### src/rtl/crsx_pkg.sv
/*
 * Shared constants and carrier types of the call, return and system
 * control execution unit.
 * Assumes a single 40 MHz clock and an internal byte-wide memory.
 */
package crsx_pkg;

  // ==========================================================
  // opcodes
  localparam logic [7:0] OP_SWI = 8'hfc;
  localparam logic [7:0] OP_PLAIN_RET = 8'hf8;
  localparam logic [7:0] OP_EXC_RET = 8'hf9;
  localparam logic [7:0] OP_SKIP_RET = 8'hfa;
  localparam logic [7:0] OP_NOP = 8'hff;
  localparam logic [7:0] OP_ESCAPE = 8'hce;
  localparam logic [7:0] OP_HALT = 8'hae;
  localparam logic [7:0] OP_SLEEP = 8'haf;

  // ==========================================================
  // instruction lengths in bytes
  localparam logic [15:0] LEN_ONE = 16'h0001;
  localparam logic [15:0] LEN_TWO = 16'h0002;
  localparam logic [15:0] SKIP_ADD = 16'h0002;

  // ==========================================================
  // cycle counts
  localparam logic [3:0] CYC_SWI_MIN = 4'h7;
  localparam logic [3:0] CYC_SWI_MAX = 4'h8;
  localparam logic [3:0] CYC_RET_MIN = 4'h3;
  localparam logic [3:0] CYC_RET_MAX = 4'h4;
  localparam logic [3:0] CYC_EXCEPTION_RETURN_MIN = 4'h4;
  localparam logic [3:0] CYC_EXCEPTION_RETURN_MAX = 4'h5;
  localparam logic [3:0] CYC_SKIP_RETURN_MIN = 4'h5;
  localparam logic [3:0] CYC_SKIP_RETURN_MAX = 4'h6;
  localparam logic [3:0] CYC_NOP = 4'h2;
  localparam logic [3:0] CYC_HALT = 4'h3;
  localparam logic [3:0] CYC_SLEEP = 4'h3;

  // ==========================================================
  // stack byte counts and interrupt vector page
  localparam logic [3:0] PUSH_MIN = 4'h3;
  localparam logic [3:0] PUSH_MAX = 4'h4;
  localparam logic [3:0] POP_RET_MIN = 4'h2;
  localparam logic [3:0] POP_RET_MAX = 4'h3;
  localparam logic [3:0] POP_EXCEPTION_RETURN_MIN = 4'h3;
  localparam logic [3:0] POP_EXCEPTION_RETURN_MAX = 4'h4;
  localparam logic [7:0] PAGE_ZERO = 8'h00;

  // ==========================================================
  // reset values
  localparam logic [15:0] PC_RESET = 16'h0000;
  localparam logic [15:0] SP_RESET = 16'h0000;
  localparam logic [7:0] FLAGS_RESET = 8'h00;
  localparam logic [7:0] BANK_RESET = 8'h00;

  // ==========================================================
  // memory model encoding of the configuration input
  typedef enum logic [1:0] {
    CRSX_SMALL = 2'h0,
    CRSX_LARGE_MIN = 2'h1,
    CRSX_LARGE_MAX = 2'h2
  } crsx_model_t;

  typedef struct packed {
    logic rd;
    logic wr;
    logic [15:0] addr;
    logic [7:0] wdata;
  } crsx_mem_req_t;

  typedef struct packed {
    logic [15:0] pc;
    logic [15:0] sp;
    logic [7:0] flags;
    logic [7:0] active_code_bank;
    logic [7:0] pending_code_bank;
  } crsx_arch_t;

endpackage : crsx_pkg

### src/rtl/crsx_model_latch.sv
/*
 * Synchronises the static memory model strap and catches it once after
 * reset release.
 * Assumes the strap is steady from reset onward.
 */
`timescale 1ns/1ps
module crsx_model_latch (
  // clock and reset
  input wire logic mclk_i,
  input wire logic resetn_i,
  // strap
  input wire logic [1:0] cfg_model_i,
  // caught model
  output logic [1:0] model_o,
  output logic model_valid_o
);

  logic [1:0] s1_q, s1_d, s2_q, s2_d;
  logic v1_q, v1_d, v2_q, v2_d;
  logic [1:0] model_q, model_d;
  logic valid_q, valid_d;

  // ==========================================================
  // next values
  always_comb
  begin
    s1_d = cfg_model_i;
    s2_d = s1_q;
    v1_d = 1'b1;
    v2_d = v1_q;
    model_d = model_q;
    valid_d = valid_q;
    if (v2_q && !valid_q)
    begin
      model_d = s2_q;
      valid_d = 1'b1;
    end
  end

  // ==========================================================
  // registers
  always_ff @(posedge mclk_i)
  begin
    if (!resetn_i)
    begin
      s1_q <= 2'h0;
      s2_q <= 2'h0;
      v1_q <= 1'b0;
      v2_q <= 1'b0;
      model_q <= 2'h0;
      valid_q <= 1'b0;
    end
    else
    begin
      s1_q <= s1_d;
      s2_q <= s2_d;
      v1_q <= v1_d;
      v2_q <= v2_d;
      model_q <= model_d;
      valid_q <= valid_d;
    end
  end

  assign model_o = model_q;
  assign model_valid_o = valid_q;

endmodule : crsx_model_latch

### src/rtl/crsx_exec.sv
/*
 * Execution unit for software interrupt, returns, no-operation, halt
 * and sleep, with its own program counter, stack pointer, flags and
 * code bank registers.
 * Assumes internal memory with asynchronous read of mem_req_o.addr.
 */
// Function
// - small/minimum interrupt pushes PC high, low, flags; stack minus three; 7 cycles
// - interrupt loads PC from page zero kk, kk+1; large copies pending bank
// - maximum interrupt pushes bank, PC high, low, flags; stack minus four; 8 cycles
// - plain return pops PC low then high, stack plus two, 3 cycles
// - maximum plain return also pops bank into both banks, plus three, 4 cycles
// - exception return pops flags, PC low, high, stack plus three, 4 cycles
// - maximum exception return also pops bank, stack plus four, 5 cycles
// - skip return is plain return then PC plus two; 5 or 6 cycles
// - nop 2 cycles; halt and sleep escape-prefixed, 3 cycles, enter states
`timescale 1ns/1ps
module crsx_exec (
  // clock and reset
  input wire logic mclk_i,
  input wire logic resetn_i,
  // configuration strap and wake
  input wire logic [1:0] cfg_model_i,
  input wire logic wake_i,
  // instruction issue
  input wire logic start_i,
  input wire logic [7:0] op_byte0_i,
  input wire logic [7:0] op_byte1_i,
  // memory
  output crsx_pkg::crsx_mem_req_t mem_req_o,
  input wire logic [7:0] mem_rdata_i,
  // status
  output crsx_pkg::crsx_arch_t arch_o,
  output logic ready_o,
  output logic done_o,
  output logic illegal_o,
  output logic halted_o,
  output logic sleeping_o
);

  typedef enum logic [3:0] {
    ST_IDLE = 4'b0001,
    ST_EXEC = 4'b0010,
    ST_HALT = 4'b0100,
    ST_SLEEP = 4'b1000
  } crsx_state_t;

  typedef enum logic [6:0] {
    K_SWI = 7'b0000001,
    K_RET = 7'b0000010,
    K_EXCEPTION_RETURN = 7'b0000100,
    K_SKIP_RETURN = 7'b0001000,
    K_NOP = 7'b0010000,
    K_HALT = 7'b0100000,
    K_SLEEP = 7'b1000000
  } crsx_kind_t;

  logic [1:0] model;
  logic model_valid;
  logic is_max, is_large;

  crsx_state_t state_q, state_d;
  crsx_kind_t kind_q, kind_d;
  crsx_pkg::crsx_arch_t arch_q, arch_d;
  crsx_pkg::crsx_mem_req_t mem_q, mem_d;
  logic [7:0] kk_q, kk_d;
  logic [3:0] step_q, step_d;
  logic [3:0] last_q, last_d;
  logic [1:0] pidx_q, pidx_d;
  logic [7:0] pop_q [4];
  logic [7:0] pop_d [4];
  logic ready_q, ready_d, done_q, done_d, ill_q, ill_d;
  logic halt_q, halt_d, sleep_q, sleep_d;
  logic [3:0] npush, npop;

  crsx_model_latch u_model (
    .mclk_i(mclk_i),
    .resetn_i(resetn_i),
    .cfg_model_i(cfg_model_i),
    .model_o(model),
    .model_valid_o(model_valid)
  );

  assign is_max = (model == crsx_pkg::CRSX_LARGE_MAX);
  assign is_large = (model != crsx_pkg::CRSX_SMALL);
  assign npush = is_max ? crsx_pkg::PUSH_MAX : crsx_pkg::PUSH_MIN;
  assign npop = (kind_q == K_EXCEPTION_RETURN) ?
                (is_max ? crsx_pkg::POP_EXCEPTION_RETURN_MAX : crsx_pkg::POP_EXCEPTION_RETURN_MIN) :
                (is_max ? crsx_pkg::POP_RET_MAX : crsx_pkg::POP_RET_MIN);

  // ==========================================================
  // stacked byte for interrupt push number n
  function automatic logic [7:0] push_byte(input logic [3:0] n,
                                           input logic mx,
                                           input crsx_pkg::crsx_arch_t a);
    logic [3:0] k;
    k = mx ? n : n + 4'h1;
    case (k)
      4'h1: push_byte = a.active_code_bank;
      4'h2: push_byte = a.pc[15:8];
      4'h3: push_byte = a.pc[7:0];
      default: push_byte = a.flags;
    endcase
  endfunction : push_byte

  // ==========================================================
  // next values
  always_comb
  begin
    state_d = state_q;
    kind_d = kind_q;
    arch_d = arch_q;
    kk_d = kk_q;
    step_d = step_q;
    last_d = last_q;
    pidx_d = pidx_q;
    for (int i = 0; i < 4; i++)
    begin
      pop_d[i] = pop_q[i];
    end
    mem_d = '0;
    done_d = 1'b0;
    ill_d = 1'b0;
    // capture read data of the access issued last cycle
    if (mem_q.rd)
    begin
      pop_d[pidx_q] = mem_rdata_i;
      pidx_d = pidx_q + 2'h1;
    end
    case (state_q)
      ST_IDLE:
      begin
        if (start_i && ready_q)
        begin
          step_d = 4'h1;
          pidx_d = 2'h0;
          kk_d = op_byte1_i;
          state_d = ST_EXEC;
          arch_d.pc = arch_q.pc + crsx_pkg::LEN_ONE;
          case (op_byte0_i)
            crsx_pkg::OP_SWI:
            begin
              kind_d = K_SWI;
              arch_d.pc = arch_q.pc + crsx_pkg::LEN_TWO;
              last_d = is_max ? crsx_pkg::CYC_SWI_MAX : crsx_pkg::CYC_SWI_MIN;
            end
            crsx_pkg::OP_PLAIN_RET:
            begin
              kind_d = K_RET;
              last_d = is_max ? crsx_pkg::CYC_RET_MAX : crsx_pkg::CYC_RET_MIN;
            end
            crsx_pkg::OP_EXC_RET:
            begin
              kind_d = K_EXCEPTION_RETURN;
              last_d = is_max ? crsx_pkg::CYC_EXCEPTION_RETURN_MAX : crsx_pkg::CYC_EXCEPTION_RETURN_MIN;
            end
            crsx_pkg::OP_SKIP_RET:
            begin
              kind_d = K_SKIP_RETURN;
              last_d = is_max ? crsx_pkg::CYC_SKIP_RETURN_MAX : crsx_pkg::CYC_SKIP_RETURN_MIN;
            end
            crsx_pkg::OP_NOP:
            begin
              kind_d = K_NOP;
              last_d = crsx_pkg::CYC_NOP;
            end
            crsx_pkg::OP_ESCAPE:
            begin
              arch_d.pc = arch_q.pc + crsx_pkg::LEN_TWO;
              kind_d = (op_byte1_i == crsx_pkg::OP_HALT) ? K_HALT : K_SLEEP;
              last_d = (op_byte1_i == crsx_pkg::OP_HALT) ?
                       crsx_pkg::CYC_HALT : crsx_pkg::CYC_SLEEP;
              if (op_byte1_i != crsx_pkg::OP_HALT && op_byte1_i != crsx_pkg::OP_SLEEP)
              begin
                state_d = ST_IDLE;
                arch_d.pc = arch_q.pc;
                done_d = 1'b1;
                ill_d = 1'b1;
              end
            end
            default:
            begin
              state_d = ST_IDLE;
              arch_d.pc = arch_q.pc;
              done_d = 1'b1;
              ill_d = 1'b1;
            end
          endcase
        end
      end
      ST_EXEC:
      begin
        step_d = step_q + 4'h1;
        case (kind_q)
          K_SWI:
          begin
            if (step_q <= npush)
            begin
              mem_d.wr = 1'b1;
              mem_d.addr = arch_q.sp - {12'h000, step_q};
              mem_d.wdata = push_byte(step_q, is_max, arch_q);
            end
            else if (step_q == npush + 4'h1 || step_q == npush + 4'h2)
            begin
              mem_d.rd = 1'b1;
              mem_d.addr = {crsx_pkg::PAGE_ZERO, kk_q} + {12'h000, step_q - npush - 4'h1};
            end
            if (step_q == last_q)
            begin
              arch_d.sp = arch_q.sp - {12'h000, npush};
              arch_d.pc = {pop_d[1], pop_d[0]};
              if (is_large)
              begin
                arch_d.active_code_bank = arch_q.pending_code_bank;
              end
            end
          end
          K_RET, K_EXCEPTION_RETURN, K_SKIP_RETURN:
          begin
            if (step_q <= npop)
            begin
              mem_d.rd = 1'b1;
              mem_d.addr = arch_q.sp + {12'h000, step_q - 4'h1};
            end
            if (step_q == last_q)
            begin
              arch_d.sp = arch_q.sp + {12'h000, npop};
              if (kind_q == K_EXCEPTION_RETURN)
              begin
                arch_d.flags = pop_d[0];
                arch_d.pc = {pop_d[2], pop_d[1]};
              end
              else
              begin
                arch_d.pc = {pop_d[1], pop_d[0]};
              end
              if (kind_q == K_SKIP_RETURN)
              begin
                arch_d.pc = {pop_d[1], pop_d[0]} + crsx_pkg::SKIP_ADD;
              end
              if (is_max)
              begin
                arch_d.active_code_bank = pop_d[npop[1:0] - 2'h1];
                arch_d.pending_code_bank = pop_d[npop[1:0] - 2'h1];
              end
            end
          end
          default:
          begin
          end
        endcase
        if (step_q == last_q)
        begin
          done_d = 1'b1;
          case (kind_q)
            K_HALT: state_d = ST_HALT;
            K_SLEEP: state_d = ST_SLEEP;
            default: state_d = ST_IDLE;
          endcase
        end
      end
      ST_HALT, ST_SLEEP:
      begin
        if (wake_i)
        begin
          state_d = ST_IDLE;
        end
      end
      default:
      begin
        state_d = ST_IDLE;
      end
    endcase
    ready_d = (state_d == ST_IDLE) && model_valid;
    halt_d = (state_d == ST_HALT);
    sleep_d = (state_d == ST_SLEEP);
  end

  // ==========================================================
  // registers
  always_ff @(posedge mclk_i)
  begin
    if (!resetn_i)
    begin
      state_q <= ST_IDLE;
      kind_q <= K_NOP;
      arch_q <= '{pc: crsx_pkg::PC_RESET, sp: crsx_pkg::SP_RESET,
                  flags: crsx_pkg::FLAGS_RESET,
                  active_code_bank: crsx_pkg::BANK_RESET,
                  pending_code_bank: crsx_pkg::BANK_RESET};
      mem_q <= '0;
      kk_q <= 8'h00;
      step_q <= 4'h0;
      last_q <= 4'h0;
      pidx_q <= 2'h0;
      for (int i = 0; i < 4; i++)
      begin
        pop_q[i] <= 8'h00;
      end
      ready_q <= 1'b0;
      done_q <= 1'b0;
      ill_q <= 1'b0;
      halt_q <= 1'b0;
      sleep_q <= 1'b0;
    end
    else
    begin
      state_q <= state_d;
      kind_q <= kind_d;
      arch_q <= arch_d;
      mem_q <= mem_d;
      kk_q <= kk_d;
      step_q <= step_d;
      last_q <= last_d;
      pidx_q <= pidx_d;
      for (int i = 0; i < 4; i++)
      begin
        pop_q[i] <= pop_d[i];
      end
      ready_q <= ready_d;
      done_q <= done_d;
      ill_q <= ill_d;
      halt_q <= halt_d;
      sleep_q <= sleep_d;
    end
  end

  assign mem_req_o = mem_q;
  assign arch_o = arch_q;
  assign ready_o = ready_q;
  assign done_o = done_q;
  assign illegal_o = ill_q;
  assign halted_o = halt_q;
  assign sleeping_o = sleep_q;

endmodule : crsx_exec

### config.mk
export PLATFORM = sky130hd
export DESIGN_NAME = crsx_exec
export DESIGN_NICKNAME = d
export VERILOG_FILES = /design/src/rtl/crsx_pkg.sv /design/src/rtl/crsx_model_latch.sv /design/src/rtl/crsx_exec.sv
export SDC_FILE = /design/constraint.sdc
export NUM_CORES = 1
export LEC_CHECK = 0
export ABC_AREA = 1
export ABC_CLOCK_PERIOD_IN_PS = 3700
export BUFFER_PORTS_ARGS = -buffer_cell sky130_fd_sc_hd__buf_2
export CORE_MARGIN = 2
export CORE_UTILIZATION = 32
export CTS_CLUSTER_DIAMETER = 40
export CTS_CLUSTER_SIZE = 10
export DETAILED_ROUTE_END_ITERATION = 6
export GPL_ROUTABILITY_DRIVEN = 0
export PLACE_DENSITY_LB_ADDON = 0.1
export SLEW_MARGIN = 25
export SYNTH_ARGS = -nofsm -noshare
export SYNTH_HDL_FRONTEND = slang
export SYNTH_SLANG_ARGS = --single-unit
### constraint.sdc
create_clock -name mclk_i -period 3.7 [get_ports mclk_i]
set_input_delay 0.555 -clock mclk_i [delete_from_list [all_inputs] [get_ports mclk_i]]
set_output_delay 0.555 -clock mclk_i [all_outputs]
set_load 0.005 [all_outputs]
# == Word-level counts from Yosys, hierarchy flattened ==
# Memories as Yosys holds them, arrays and structs flattened.
# Cells that the tools add are included.
# totals
register_bits,125
ramBits,32
input_bits,30
elab_cells,184
memories,1
# classes
n_addsub,16
magnitude_cmp,5
n_eq_ne,39
muxes,64
bitwise_logic,6
n_reduce_logical,27
# mem_list
memory,depth,word_bits,rd,rd_ports_with_merged_regs,wr,line,source
pop_q,4,8,4,0,4,crsx_exec.sv:70,logic [7:0] pop_q [4];
# ops
op,n
$mux 16,7
$mux 8,10
$mux 32,2
$pmux 16 s2,2
$pmux 32 s2,1
$eq 8x8->1 const B,7
$mux 56,1
$pmux 16 s3,1
$pmux 7 s6,1
$add 16x2->16 const B,2
$add 16x4->16,2
$bwmux 32,1
$mux 4,7
$pmux 4 s6,1
$pmux 8 s3,1
$add 16x1->16 const B,1
$bmux 8 s2,1
$demux 8 s2,1
$ne 8x8->1 const B,2
$pmux 4 s2,2
$pmux 8 s2,1
$reduce_and 4->1,4
$sub 16x3->16,1
$sub 16x4->16,1
other kinds (51),97

# == Logic depth before layout (Yosys ltp) ==
# Gate-level depths: netlist (run 1).
# depth
depth_word,14
ltp_mapped,19
depth_no_buf,19

# == Cells and area by module ==
# From an unflattened synthesis (run 1), not the netlist that was laid out.
# unflattened
cells_unflattened,1720
area_unflattened_um2,10816.6
# modules_own_cells
mod,n_inst,cells_each,area_per_inst_um2,seq_area_each_um2
crsx_exec,1,1686,10535.1,2962.8
crsx_model_latch,1,34,281.5,180.2

# == Worst setup path before layout (run 1) ==
# No wires, ideal clock.
# synth_path
path_kind,flip-flop to flip-flop
startpoint,register kind_q[6]
endpoint,register arch_q (netlist bit arch_o[38])
setup_time_ps,109
t_arrival_ps,2696
required_time_ps,3591
slack_ps,895
path_stages_with_launch,20
n_path_buf,1
synth_period_minus_slack_ps,2805
path_cell_list,dfxtp_1 -> inv_1 -> nand2_1 -> inv_2 -> nand2_1 -> clkbuf_1 -> inv_1 -> ha_1 -> ha_1 -> fa_1 -> a21oi_1 -> nor2_1 -> nand2_1 -> nor2_1 -> nand2_1 -> o21ai_0 -> nand3_1 -> nand3_1 -> nand2_1 -> inv_1
# synth_via
elab_chain_cells,5
word_cells_on_any_way,13
cone_classes,add/sub (1); eq/ne (6); mux (3); reduce/logical (3)
# synth_rtl
element,line,source
"start, declared",crsx_exec.sv:63,"crsx_kind_t kind_q, kind_d;"
"start signal, assigned",crsx_exec.sv:309,kind_q <= kind_d;
$eq 7x3->1,"crsx_exec.sv:87, crsx_exec.sv:194",
$mux 4,crsx_exec.sv:87,assign npop = (kind_q == K_EXCEPTION_RETURN) ?
$add 16x4->16,crsx_exec.sv:227,"arch_d.sp = arch_q.sp + {12'h000, npop};"
$mux 56,crsx_exec.sv:225,if (step_q == last_q)
$pmux 32 s2,crsx_exec.sv:194,case (kind_q)
"end signal, assigned",crsx_exec.sv:287,"arch_q <= '{pc: crsx_pkg::PC_RESET, sp: crsx_pkg::SP_RESET,"
"end signal, assigned",crsx_exec.sv:310,arch_q <= arch_d;
"end, declared",crsx_exec.sv:64,"crsx_pkg::crsx_arch_t arch_q, arch_d;"
# Parallel ways exist; a longest one is shown, timed or not. The select of a mux whose other input is x is not followed.
# A chain may end at the register's enable or synchronous reset.

# == Worst setup path in the final report (run 1) ==
# layout_path
startpoint,register u_model.model_q[0] (netlist: u_model.model_o[0])
endpoint,register mem_q (netlist bit mem_req_o[14])
# layout_via
elab_chain_cells,8
word_cells_on_any_way,18
cone_classes,add/sub (5); order compare (2); eq/ne (3); mux (7); reduce/logical (1)
# layout_rtl
element,line,source
"start, declared",crsx_model_latch.sv:20,"logic [1:0] model_q, model_d;"
"start signal, assigned",crsx_model_latch.sv:59,model_q <= model_d;
$eq 2x2->1 *,crsx_exec.sv:84,assign is_max = (model == crsx_pkg::CRSX_LARGE_MAX);
$mux 3,"crsx_exec.sv:86, crsx_exec.sv:88",
$sub 4x3->4 (tied with other cells),crsx_exec.sv:206,"mem_d.addr = {crsx_pkg::PAGE_ZERO, kk_q} + {12'h000, step_q - npush - 4'h1};"
$sub 4x1->4 or $eq 4x4->1 (tied branches),"crsx_exec.sv:206, crsx_exec.sv:203",
$add 8x4->9 or $logic_or 1x1->1 (tied branches),"crsx_exec.sv:206, crsx_exec.sv:203",
$mux 9,crsx_exec.sv:203,else if (step_q == npush + 4'h1 || step_q == npush + 4'h2)
$mux 16,crsx_exec.sv:197,if (step_q <= npush)
$pmux 16 s2 *,crsx_exec.sv:194,
"end signal, assigned",crsx_exec.sv:311,mem_q <= mem_d;
"end, declared",crsx_exec.sv:65,"crsx_pkg::crsx_mem_req_t mem_q, mem_d;"
# Every way passes the cells marked *; elsewhere a longest branch is shown, timed or not.

==> run metrics, run 1 <==
largest net degree at the start of global routing=64; synthesized cell area=10,400 sq um; clk_skew=0.0114 ns; DR vias/cell=4.94; WL per Instance=16.8 um; CP Launch Type=register; Setup Viol. Count Final=0; max capacitance violation total=0; sequential share of the synthesized area=30.2%; CTS tree=done; Critical Path End Type=register; Avg Cell Area, Syn=6.20 sq um; post-cts resize count=0; PortBufs=116; grt ovf=0; die width=184 um; via count=10,900; endpoints failing hold=0; residual DRC count=0; global-route wire length before repair=58,200 um; num ports=117; outcome=complete, no violations; Longest Clk Path Bufs=2; Critical Path AT=3.28 ns; Clock transition at path regs=0.07 ns; number of synthesized flops with an enable pin=0; RSZ-0062 raised after global routing=no; slowest CP cell=dfxtp_1; P_leak=5.43 nW; root buffer cell=clkbuf_16; Num CTS Buffers=17; Total GRT Usage=22.2%; CP Max Fanout=7; Yosys cell types=45; # H-tree levels=4; Worst-Skew Late Latency=0.44 ns; Tcrit/Tclk final=78.7%; Fillers=3,492; DIE HEIGHT=184 um; Hold Buf Count CTS=0; clk sinks=157; reg-to-reg critical path startpoint=u_model.model_o[0]$_SDFFE_PN0P_; WL final=37,200 um; clock period minus worst slack=2.91 ns; initial core utilization=32.7%; predominant post-synthesis flop cell=dfxtp_1; # diodes=0; max incr delay on CP=0.36 ns; worst vdd ir=0.322 mV; fraction of layout cells with a size suffix above 1=11.2%; hold_sp=cfg_model_i[1]; Layout Nets=1,840; core box area=31,800 sq um; vias in the first global route=10,300; total nets after synthesis=1,747; slew margin rel.=30.9%; cell row count=65; CP startpoint=u_model.model_o[0]$_SDFFE_PN0P_; Final ANT Viol Nets=0; Worst Max-Slew Pin Slew=1.04 ns; die footprint=33,900 sq um; Setup TNS=0 ns; most used cell, CP=nand2_1; total of warnings raised by yosys=0; DR pass1 iterations=5; Req. time, crit path=4.07 ns; f_max=344 MHz; synthesized instance count=1,676; Final Max Tran Viols=0; P per Cell Area=321 nW/um^2; asr flop ratio synth=0%; Detail Placement HPWL=28,600 um; initial antenna violation count=0; hold_ws=0.295 ns; total setup buffers inserted after CTS=0; initial DRC count=817; WS Path Type=reg -> reg; HP Class=in -> reg; critical-path cell list=inv_1 -> nand2_1 -> nand2_1 -> nand2_1 -> inv_1 -> ha_1 -> or2_2 -> xor2_1 -> ha_1 -> nand2_1 -> a21oi_1 -> o21ai_0 -> nor2_1 -> nor3_1 -> nor2_1 -> nor2_1; Seq cells post-synth=157; synthesis-to-layout area growth=15.5%
[cells in the final DEF (no fill, tap or decap), types with 4 or more instances in the layout]
master / n
nand3_1: 107
ha_1: 37
nand2_2: 6
inv_1: 201
o22ai_1: 20
nor3_1: 27
dfxtp_1: 157
fa_1: 4
or2_2: 5
buf_2: 116
a31oi_1: 14
o21ai_1: 21
xor2_1: 45
o21a_1: 8
nand2_1: 410
nor2_1: 243
nor2_2: 6
buf_4: 16
inv_2: 8
a21oi_1: 100
clkbuf_16: 17
nand4_1: 25
xnor2_1: 8
o21ai_0: 131
o211ai_1: 7
[critical path: cells and delay by family, from the launching register on]
family	cells	cell delay [ns]
simple gates	9	1.34
fa+ha+maj	2	0.45
flops	1	0.36
compound gates	2	0.35
xor+xnor	1	0.19
buf+inv	2	0.14
[power breakdown]
group	switching [mW]	total, mW	leakage, nW	internal, mW
clock network	0.793	1.92	0.305	1.12
registers	0.00656	1.71	1.27	1.70
logic	0.161	0.234	3.86	0.0733
total	0.961	3.86	5.43	2.90
[cells by family after synthesis]
kind of cell | count (synthesis) | share of synthesized area [%]
xor+xnor | 53 | 4.47
buf+inv | 269 | 10.1
mux | 1 | 0.0963
compound gates | 311 | 16.1
flops | 157 | 30.2
simple gates | 844 | 33.8
fa+ha+maj | 41 | 5.23
[sequential cells by signal (all words and copies together) (netlist names), 2 cells and up]
name	flops
pop_q	32
u_model.s1_q	2
state_q	4
u_model.s2_q	2
last_q	4
arch_o	56
mem_req_o	26
kk_q	8
step_q	4
kind_q	7
u_model.model_o	2
pidx_q	2
[layout make-up]
cell class / count / area, sq um / share of cell area (%)
clock buffer: 20 / 467 / 3.89
inverter: 211 / 793 / 6.61
multi-input combinational: 1250 / 6200 / 51.6
sequential: 157 / 3140 / 26.2
timing repair buffer: 132 / 701 / 5.84
clock inverter: 11 / 158 / 1.31
tap: 435 / 544 / 4.53
[metrics by stage]
stage	power, mW	worst slack, ns	std cells	instance area (sq um)	util [%]
after global routing	3.99	0.508	2216	12000	37.8
after global placement	1.98	0.800	2185	11400	35.8
after detailed placement	1.98	0.692	2185	11400	35.8
final	3.86	0.790	2216	12000	37.8
after floorplan	1.89	0.895	1676	10400	-
after CTS	3.90	0.808	2216	12000	37.8
[Yosys cell counts (2+ instances only)]
master | instances | share of area, %
nand2_1 | 410 | 15
nor2_1 | 243 | 8.8
inv_1 | 202 | 7.3
dfxtp_1 | 157 | 30
o21ai_0 | 131 | 6.3
nand3_1 | 107 | 5.2
a21oi_1 | 100 | 4.8
xor2_1 | 45 | 3.8
ha_1 | 37 | 4.5
clkbuf_1 | 32 | 1.2
nor3_1 | 27 | 1.3
nand4_1 | 25 | 1.5
o21ai_1 | 21 | 1.0
o22ai_1 | 20 | 1.2
a31oi_1 | 14 | 0.84
buf_2 | 14 | 0.67
o21a_1 | 8 | 0.58
xnor2_1 | 8 | 0.67
buf_1 | 7 | 0.25
inv_2 | 7 | 0.25
o211ai_1 | 7 | 0.51
nand2_2 | 6 | 0.36
nor2_2 | 6 | 0.36
buf_4 | 5 | 0.36
or2_2 | 5 | 0.30
fa_1 | 4 | 0.77
a22oi_1 | 3 | 0.22
nor4_1 | 3 | 0.18
o21ai_2 | 3 | 0.25
and2_1 | 2 | 0.12
nor2_4 | 2 | 0.22
or3_1 | 2 | 0.12
[routing by layer]
layer / vias to the layer above / global-route usage [%] / wire length, um
li1: 5596 / - / -
met1: 4985 / 32.0 / 18700
met2: 310 / 34.0 / 15900
met3: 48 / 3.44 / 1890
met4: 0 / 6.46 / 748
met5: - / 0 / 0
[final timing paths]
| path | to | slack, ns | cells past startpoint |
|---|---|---|---|
| max | mem_req_o[14]$_SDFF_PN0_ | 0.79 | 16 |
| min | u_model.s1_q[1]$_SDFF_PN0_ | 0.30 | 3 |
| max reg2reg | mem_req_o[14]$_SDFF_PN0_ | 0.79 | 16 |
| min reg2reg | u_model.v2_q$_SDFF_PN0_ | 0.41 | 2 |
Power figures use the tool's default switching activity.
==> run 2: changes to the inputs <==
ABC_CLOCK_PERIOD_IN_PS = 2750   (was 3700)
clock period = 2.75 ns   (was 3.7 ns; I/O delays follow)
==> run metrics, run 2 (synthesized netlist as in run 1, its figures left out) <==
critical path's top delay family=simple AND/OR/NAND/NOR gates; outcome=complete, no violations; DIE HEIGHT=184 um (unchanged); Req. time, crit path=3.06 ns (-1.01 ns); Final ANT Viol Nets=0 (unchanged); slew margin rel.=46.2% (+15 points); Buf/Inv on CP=2 (unchanged); R2R cell count=19 (+3); P per Cell Area=400 nW/um^2 (+24%); Hold Buf Count CTS=0 (unchanged); initial core utilization=32.7% (unchanged); initial DRC count=928 (+14%); global routing's busiest layer=met2; synthesis-to-layout area growth=19.2%; max incr delay on CP=0.35 ns (about the same); WL per Instance=16.8 um (+0.33%); f_max=385 MHz (+12%); # H-tree levels=4 (unchanged); GR Layer Usage met1=33.6% (+1.7 points); met2 usage=35.1% (+1.1 points); clk_skew=0.0135 ns (+0.00216 ns); cell row count=65 (unchanged); CP Max Fanout=3 (-4); DR vias/cell=4.94 (about the same); grt ovf=0 (unchanged); endpoints failing hold=0 (unchanged); global-route wire length before repair=60,200 um (+3.4%); HP Class=in -> reg; Critical Path AT=2.91 ns (-0.37 ns); fraction of layout cells with a size suffix above 1=14.5% (+3.3 points); max capacitance violation total=0 (unchanged); vias in the first global route=10,500 (+2.2%); worst hold path depth=3 (unchanged); Layout Nets=1,885 (+2.4%); Total GRT Usage=23.0% (+0.79 points); clk sinks=157 (unchanged); CTS tree=done; Final Max Tran Viols=0 (unchanged); Critical Path End Type=register; max reg flops=56 (unchanged); die footprint=33,900 sq um (unchanged); P_leak=5.64 nW (+3.9%); Worst Max-Slew Pin Slew=0.799 ns (-0.237 ns); Setup Viol. Count Final=0 (unchanged); initial antenna violation count=2 (+2); WS Path Type=reg -> reg; largest net degree at the start of global routing=67 (+4.7%); most common cell after layout, fill and taps aside=nand2_1; Tcrit/Tclk final=94.5% (+16 points); slowest CP cell=dfxtp_2; number of cells on the critical path=19 (+3); PortBufs=116 (unchanged); WL final=38,100 um (+2.5%); Num CTS Buffers=17 (unchanged); residual DRC count=0 (unchanged); CP Launch Type=register; Setup TNS=0 ns (unchanged); most used cell, CP=nand2_1; core box area=31,800 sq um (unchanged); clock period minus worst slack=2.60 ns (-0.310 ns); root buffer cell=clkbuf_16; DR pass1 iterations=7 (+2); Detail Placement HPWL=29,400 um (+3.0%); Worst-Skew Late Latency=0.45 ns (about the same); num ports=117 (unchanged); critical-path cell list=inv_1 -> nand2_2 -> nand2_1 -> nand2_1 -> inv_1 -> ha_1 -> or2_2 -> xor2_2 -> ha_1 -> nand2_1 -> nand2_1 -> nand2_1 -> nand3_2 -> nand2_1 -> nand2_1 -> nand4_1 -> o21ai_1 -> nor2_1 -> nor2_1; worst vdd ir=0.446 mV (+39%); Longest Clk Path Bufs=2 (unchanged); Clock transition at path regs=0.07 ns (about the same); die width=184 um (unchanged); via count=11,200 (+2.1%); RSZ-0062 raised after global routing=yes; met3 Use GR=3.14% (-0.30 points); most frequent cells in the layout=nand2_1 (406), nor2_1 (241), inv_1 (201); Finished Core Util=39.0% (+1.2 points)
==> run 2: cell count changes in the layout (fill, tap and decap cells not counted), sizes merged <==
cell / change
inv: +1
bufinv: -3
clkbuf: -1
clkinv: +4
diode: +1
buf: +45
==> run 2: final cells by class <==
| type | count | area [sq um] |
|---|---|---|
| Clock buffer | 19 | 453 |
| Fill cell | 3494 | 19400 |
| Timing Repair Buffer | 177 | 1070 |
| Inverter | 211 | 796 |
| Tap cell | 435 | 544 |
| Antenna cell | 1 | 2.50 |
| Sequential cell | 157 | 3150 |
| Multi-Input combinational cell | 1250 | 6270 |
| Clock inverter | 13 | 108 |
==> run 2: what timing repair did <==
action                     4_1_cts  5_1_grt
resized for setup                0       23
setup endpoints to repair        0       26
buffers inserted                 0        1
==> run 2: through the flow <==
stage	instance area (sq um)	power [mW]	setup slack, ns	std cells	hold slack, ns
floorplan	10400	2.54	0.0281	1676	0.390
global placement	11700	2.67	0.115	2229	0.405
detailed placement	11700	2.67	0.0469	2229	0.405
CTS	12300	5.00	0.0203	2261	0.168
global route	12400	5.14	-0.118	2262	0.175
finish	12400	4.95	0.150	2263	0.177
==> run 2: routing by layer <==
layer | wire length (um) | up-vias
li1 | - | 5687
met1 | 19200 | 5149
met2 | 16400 | 292
met3 | 1870 | 41
met4 | 617 | 2
met5 | 12 | -
==> run 2: final timing paths <==
| path | startpoint | to | slack [ns] |
|---|---|---|---|
| worst min register to register | u_model.s1_q[0]$_SDFF_PN0_ | u_model.s2_q[0]$_SDFF_PN0_ | 0.42 |
| worst max register to register | u_model.model_o[0]$_SDFFE_PN0P_ | mem_req_o[15]$_SDFF_PN0_ | 0.15 |
| worst min-delay path | cfg_model_i[0] | u_model.s1_q[0]$_SDFF_PN0_ | 0.18 |
| worst max-delay path | u_model.model_o[0]$_SDFFE_PN0P_ | mem_req_o[15]$_SDFF_PN0_ | 0.15 |
==> run 2: power by group <==
group	internal (mW)	switching (mW)
registers	2.29	0.00774
clock network	1.22	1.10
logic	0.112	0.223
==> run 2: worst register-to-register path: cells and delay by family, from the launching register on <==
family	cells	cell delay, ns
and+or+nand+nor	13	1.25
adders and majority gates	2	0.49
DFF	1	0.35
xor gates and xnor gates	1	0.16
buffers and inverters	2	0.12
AOI/OAI and AO/OA	1	0.08
==> run 3: changes to the inputs <==
CORE_UTILIZATION = 53   (was 32)
==> run metrics, run 3 (synthesized netlist as in run 1, its figures left out) <==
clock period minus worst slack=2.61 ns (+0.0137 ns); Total GRT Usage=32.3% (+9.4 points); Longest Clk Path Bufs=2 (unchanged); initial DRC count=1,213 (+31%); synthesis-to-layout area growth=17.6%; Setup Viol. Count Final=0 (unchanged); PortBufs=116 (unchanged); reg-to-reg critical path startpoint=u_model.model_o[1]$_SDFFE_PN0P_; most common cell after layout, fill and taps aside=nand2_1; CP startpoint=u_model.model_o[1]$_SDFFE_PN0P_; vias in the first global route=10,400 (-0.97%); f_max=383 MHz (-0.52%); CP Max Fanout=3 (unchanged); max incr delay on CP=0.35 ns (about the same); Worst-Skew Late Latency=0.43 ns (-0.02 ns); CTS tree=done; met2 WL=14,500 um (-12%); WS Path Type=reg -> reg; reg2reg end=mem_req_o[15]$_SDFF_PN0_; P per Cell Area=425 nW/um^2 (+6.3%); Critical Path End Type=register; hold_ws=0.159 ns (-0.0185 ns); critical path's top delay family=simple AND/OR/NAND/NOR gates; final non-filler cell area=12,200 sq um (-1.4%); most frequent cells in the layout=nand2_1 (402), nor2_1 (242), inv_1 (194); clk_skew=0.0107 ns (-0.00281 ns); via count=11,500 (+3.1%); initial core utilization=53.7% (+21 points); Placement Setup Slack=0.0306 ns (-0.0164 ns); Hold Buf Count CTS=0 (unchanged); Final Max Tran Viols=0 (unchanged); slew margin rel.=46.0% (-0.21 points); WL final=33,800 um (-11%); HP Class=in -> reg; worst vdd ir=0.405 mV (-9.2%); fraction of layout cells with a size suffix above 1=14.6% (+0.12 points); critical-path cell list=inv_2 -> nor2_4 -> nand2_2 -> nand2_2 -> inv_1 -> ha_1 -> or2_4 -> xor2_2 -> ha_1 -> nand2_1 -> nand2_1 -> nand2_2 -> nand3_4 -> nand2_2 -> nand2_1 -> nand4_1 -> o21ai_1 -> nor2_1 -> nor2_1; number of cells on the critical path=19 (unchanged); core box area=19,300 sq um (-39%); R2R cell count=19 (unchanged); DIE HEIGHT=144 um (-22%); CP Launch Type=register; cell row count=51 (-22%); DR top layer=met4; worst setup slack after layout=0.136 ns (-0.0137 ns); crit path capture=mem_req_o[15]$_SDFF_PN0_; failing checks=design-rule violations; reg2reg setup slack=0.14 ns (about the same); Buf/Inv on CP=2 (unchanged); Layout Nets=1,877 (-0.42%); clk sinks=157 (unchanged); Worst Max-Slew Pin Slew=0.810 ns (+0.0105 ns); Critical Path AT=2.92 ns (about the same); # H-tree levels=4 (unchanged); Finished Core Util=63.2% (+24 points); grt ovf=0 (unchanged); Final ANT Viol Nets=0 (unchanged); die footprint=20,700 sq um (-39%); DR vias/cell=5.53 (+12%); slowest CP cell=dfxtp_2; Num CTS Buffers=17 (unchanged); num ports=117 (unchanged); max capacitance violation total=0 (unchanged); global-route wire length before repair=53,100 um (-12%); met1 WL=15,400 um (-20%); max reg flops=56 (unchanged); residual DRC count=4 (+4); Tcrit/Tclk final=95.0% (+0.50 points); endpoints failing hold=0 (unchanged); met3 routed WL=3040 um (+62%); DR pass1 iterations=7 (unchanged); die width=144 um (-22%); P_leak=5.62 nW (-0.29%); largest net degree at the start of global routing=67 (unchanged); Req. time, crit path=3.05 ns (about the same); # diodes=0 (-1); Clock transition at path regs=0.07 ns (about the same); root buffer cell=clkbuf_16; outcome=complete, but fails checks; initial antenna violation count=0 (-2); WL per Instance=16.2 um (-3.9%); cell area after placement=11,400 sq um (-3.0%); most used cell, CP=nand2_2; Detail Placement HPWL=24,800 um (-16%)
run 3: cell count changes in the layout (fill, tap and decap cells not counted), sizes merged:
cell | previous run | this run
bufinv | 0 | 4
clkinv | 10 | 5
inv | 213 | 212
buf | 177 | 169
diode | 1 | 0
clkbuf | 19 | 20
clkinvlp | 1 | 2
run 3: stage by stage:
step	TNS (ns)	instances	total power, mW
floorplan	0	1676	2.54
global placement	0	2044	2.65
detailed placement	0	2044	2.65
CTS	0	2076	5.19
global route	-0.0450	2084	5.34
finish	0	2084	5.19
run 3: timing repair:
action | CTS | global route
setup endpoints to repair | 1 | 23
gates cloned | 0 | 0
gates resized for setup | 1 | 40
setup buffers | 0 | 8
pin swaps | 0 | 10
run 3: worst register-to-register path: cells and delay by family (launching register included):
family / cells / cell delay (ns)
AO/OA/AOI/OAI: 1 / 0.08
XOR/XNOR: 1 / 0.15
adder cells (fa/ha/maj): 2 / 0.51
buffers and inverters: 2 / 0.12
flip-flops: 1 / 0.35
AND/OR/NAND/NOR: 13 / 1.26
run 3: layout make-up:
class,count,area [sq um]
tap,265,332
clock buffer,20,447
inverter,211,793
clock inverter,12,184
sequential,157,3150
multi-input combinational,1250,6330
fill,1869,7120
timing repair buffer,169,978
run 3: routing by layer:
layer	GRT usage (%)	up-vias
li1	-	5679
met1	45.9	5181
met2	50.0	566
met3	4.87	89
met4	11.4	0
met5	0	-
run 3: how the worst min path moves through the flow:
stage / to / depth (start not counted) / startpoint
after floorplan: u_model.s2_q[0]$_SDFF_PN0_ / 2 / u_model.s1_q[0]$_SDFF_PN0_
after global placement: u_model.v2_q$_SDFF_PN0_ / 2 / u_model.v1_q$_DFF_P_
after detailed placement: u_model.v2_q$_SDFF_PN0_ / 2 / u_model.v1_q$_DFF_P_
after CTS: u_model.s1_q[0]$_SDFF_PN0_ / 3 / cfg_model_i[0]
after global routing: u_model.s1_q[0]$_SDFF_PN0_ / 3 / cfg_model_i[0]
final: u_model.s1_q[0]$_SDFF_PN0_ / 3 / cfg_model_i[0]
run 3: where the power goes:
part / internal [mW] / leakage [nW] / total (mW) / switching (mW)
Sequential: 2.29 / 1.27 / 2.29 / 0.00826
Combinational: 0.114 / 4.05 / 0.330 / 0.216
Clock: 1.55 / 0.302 / 2.57 / 1.02
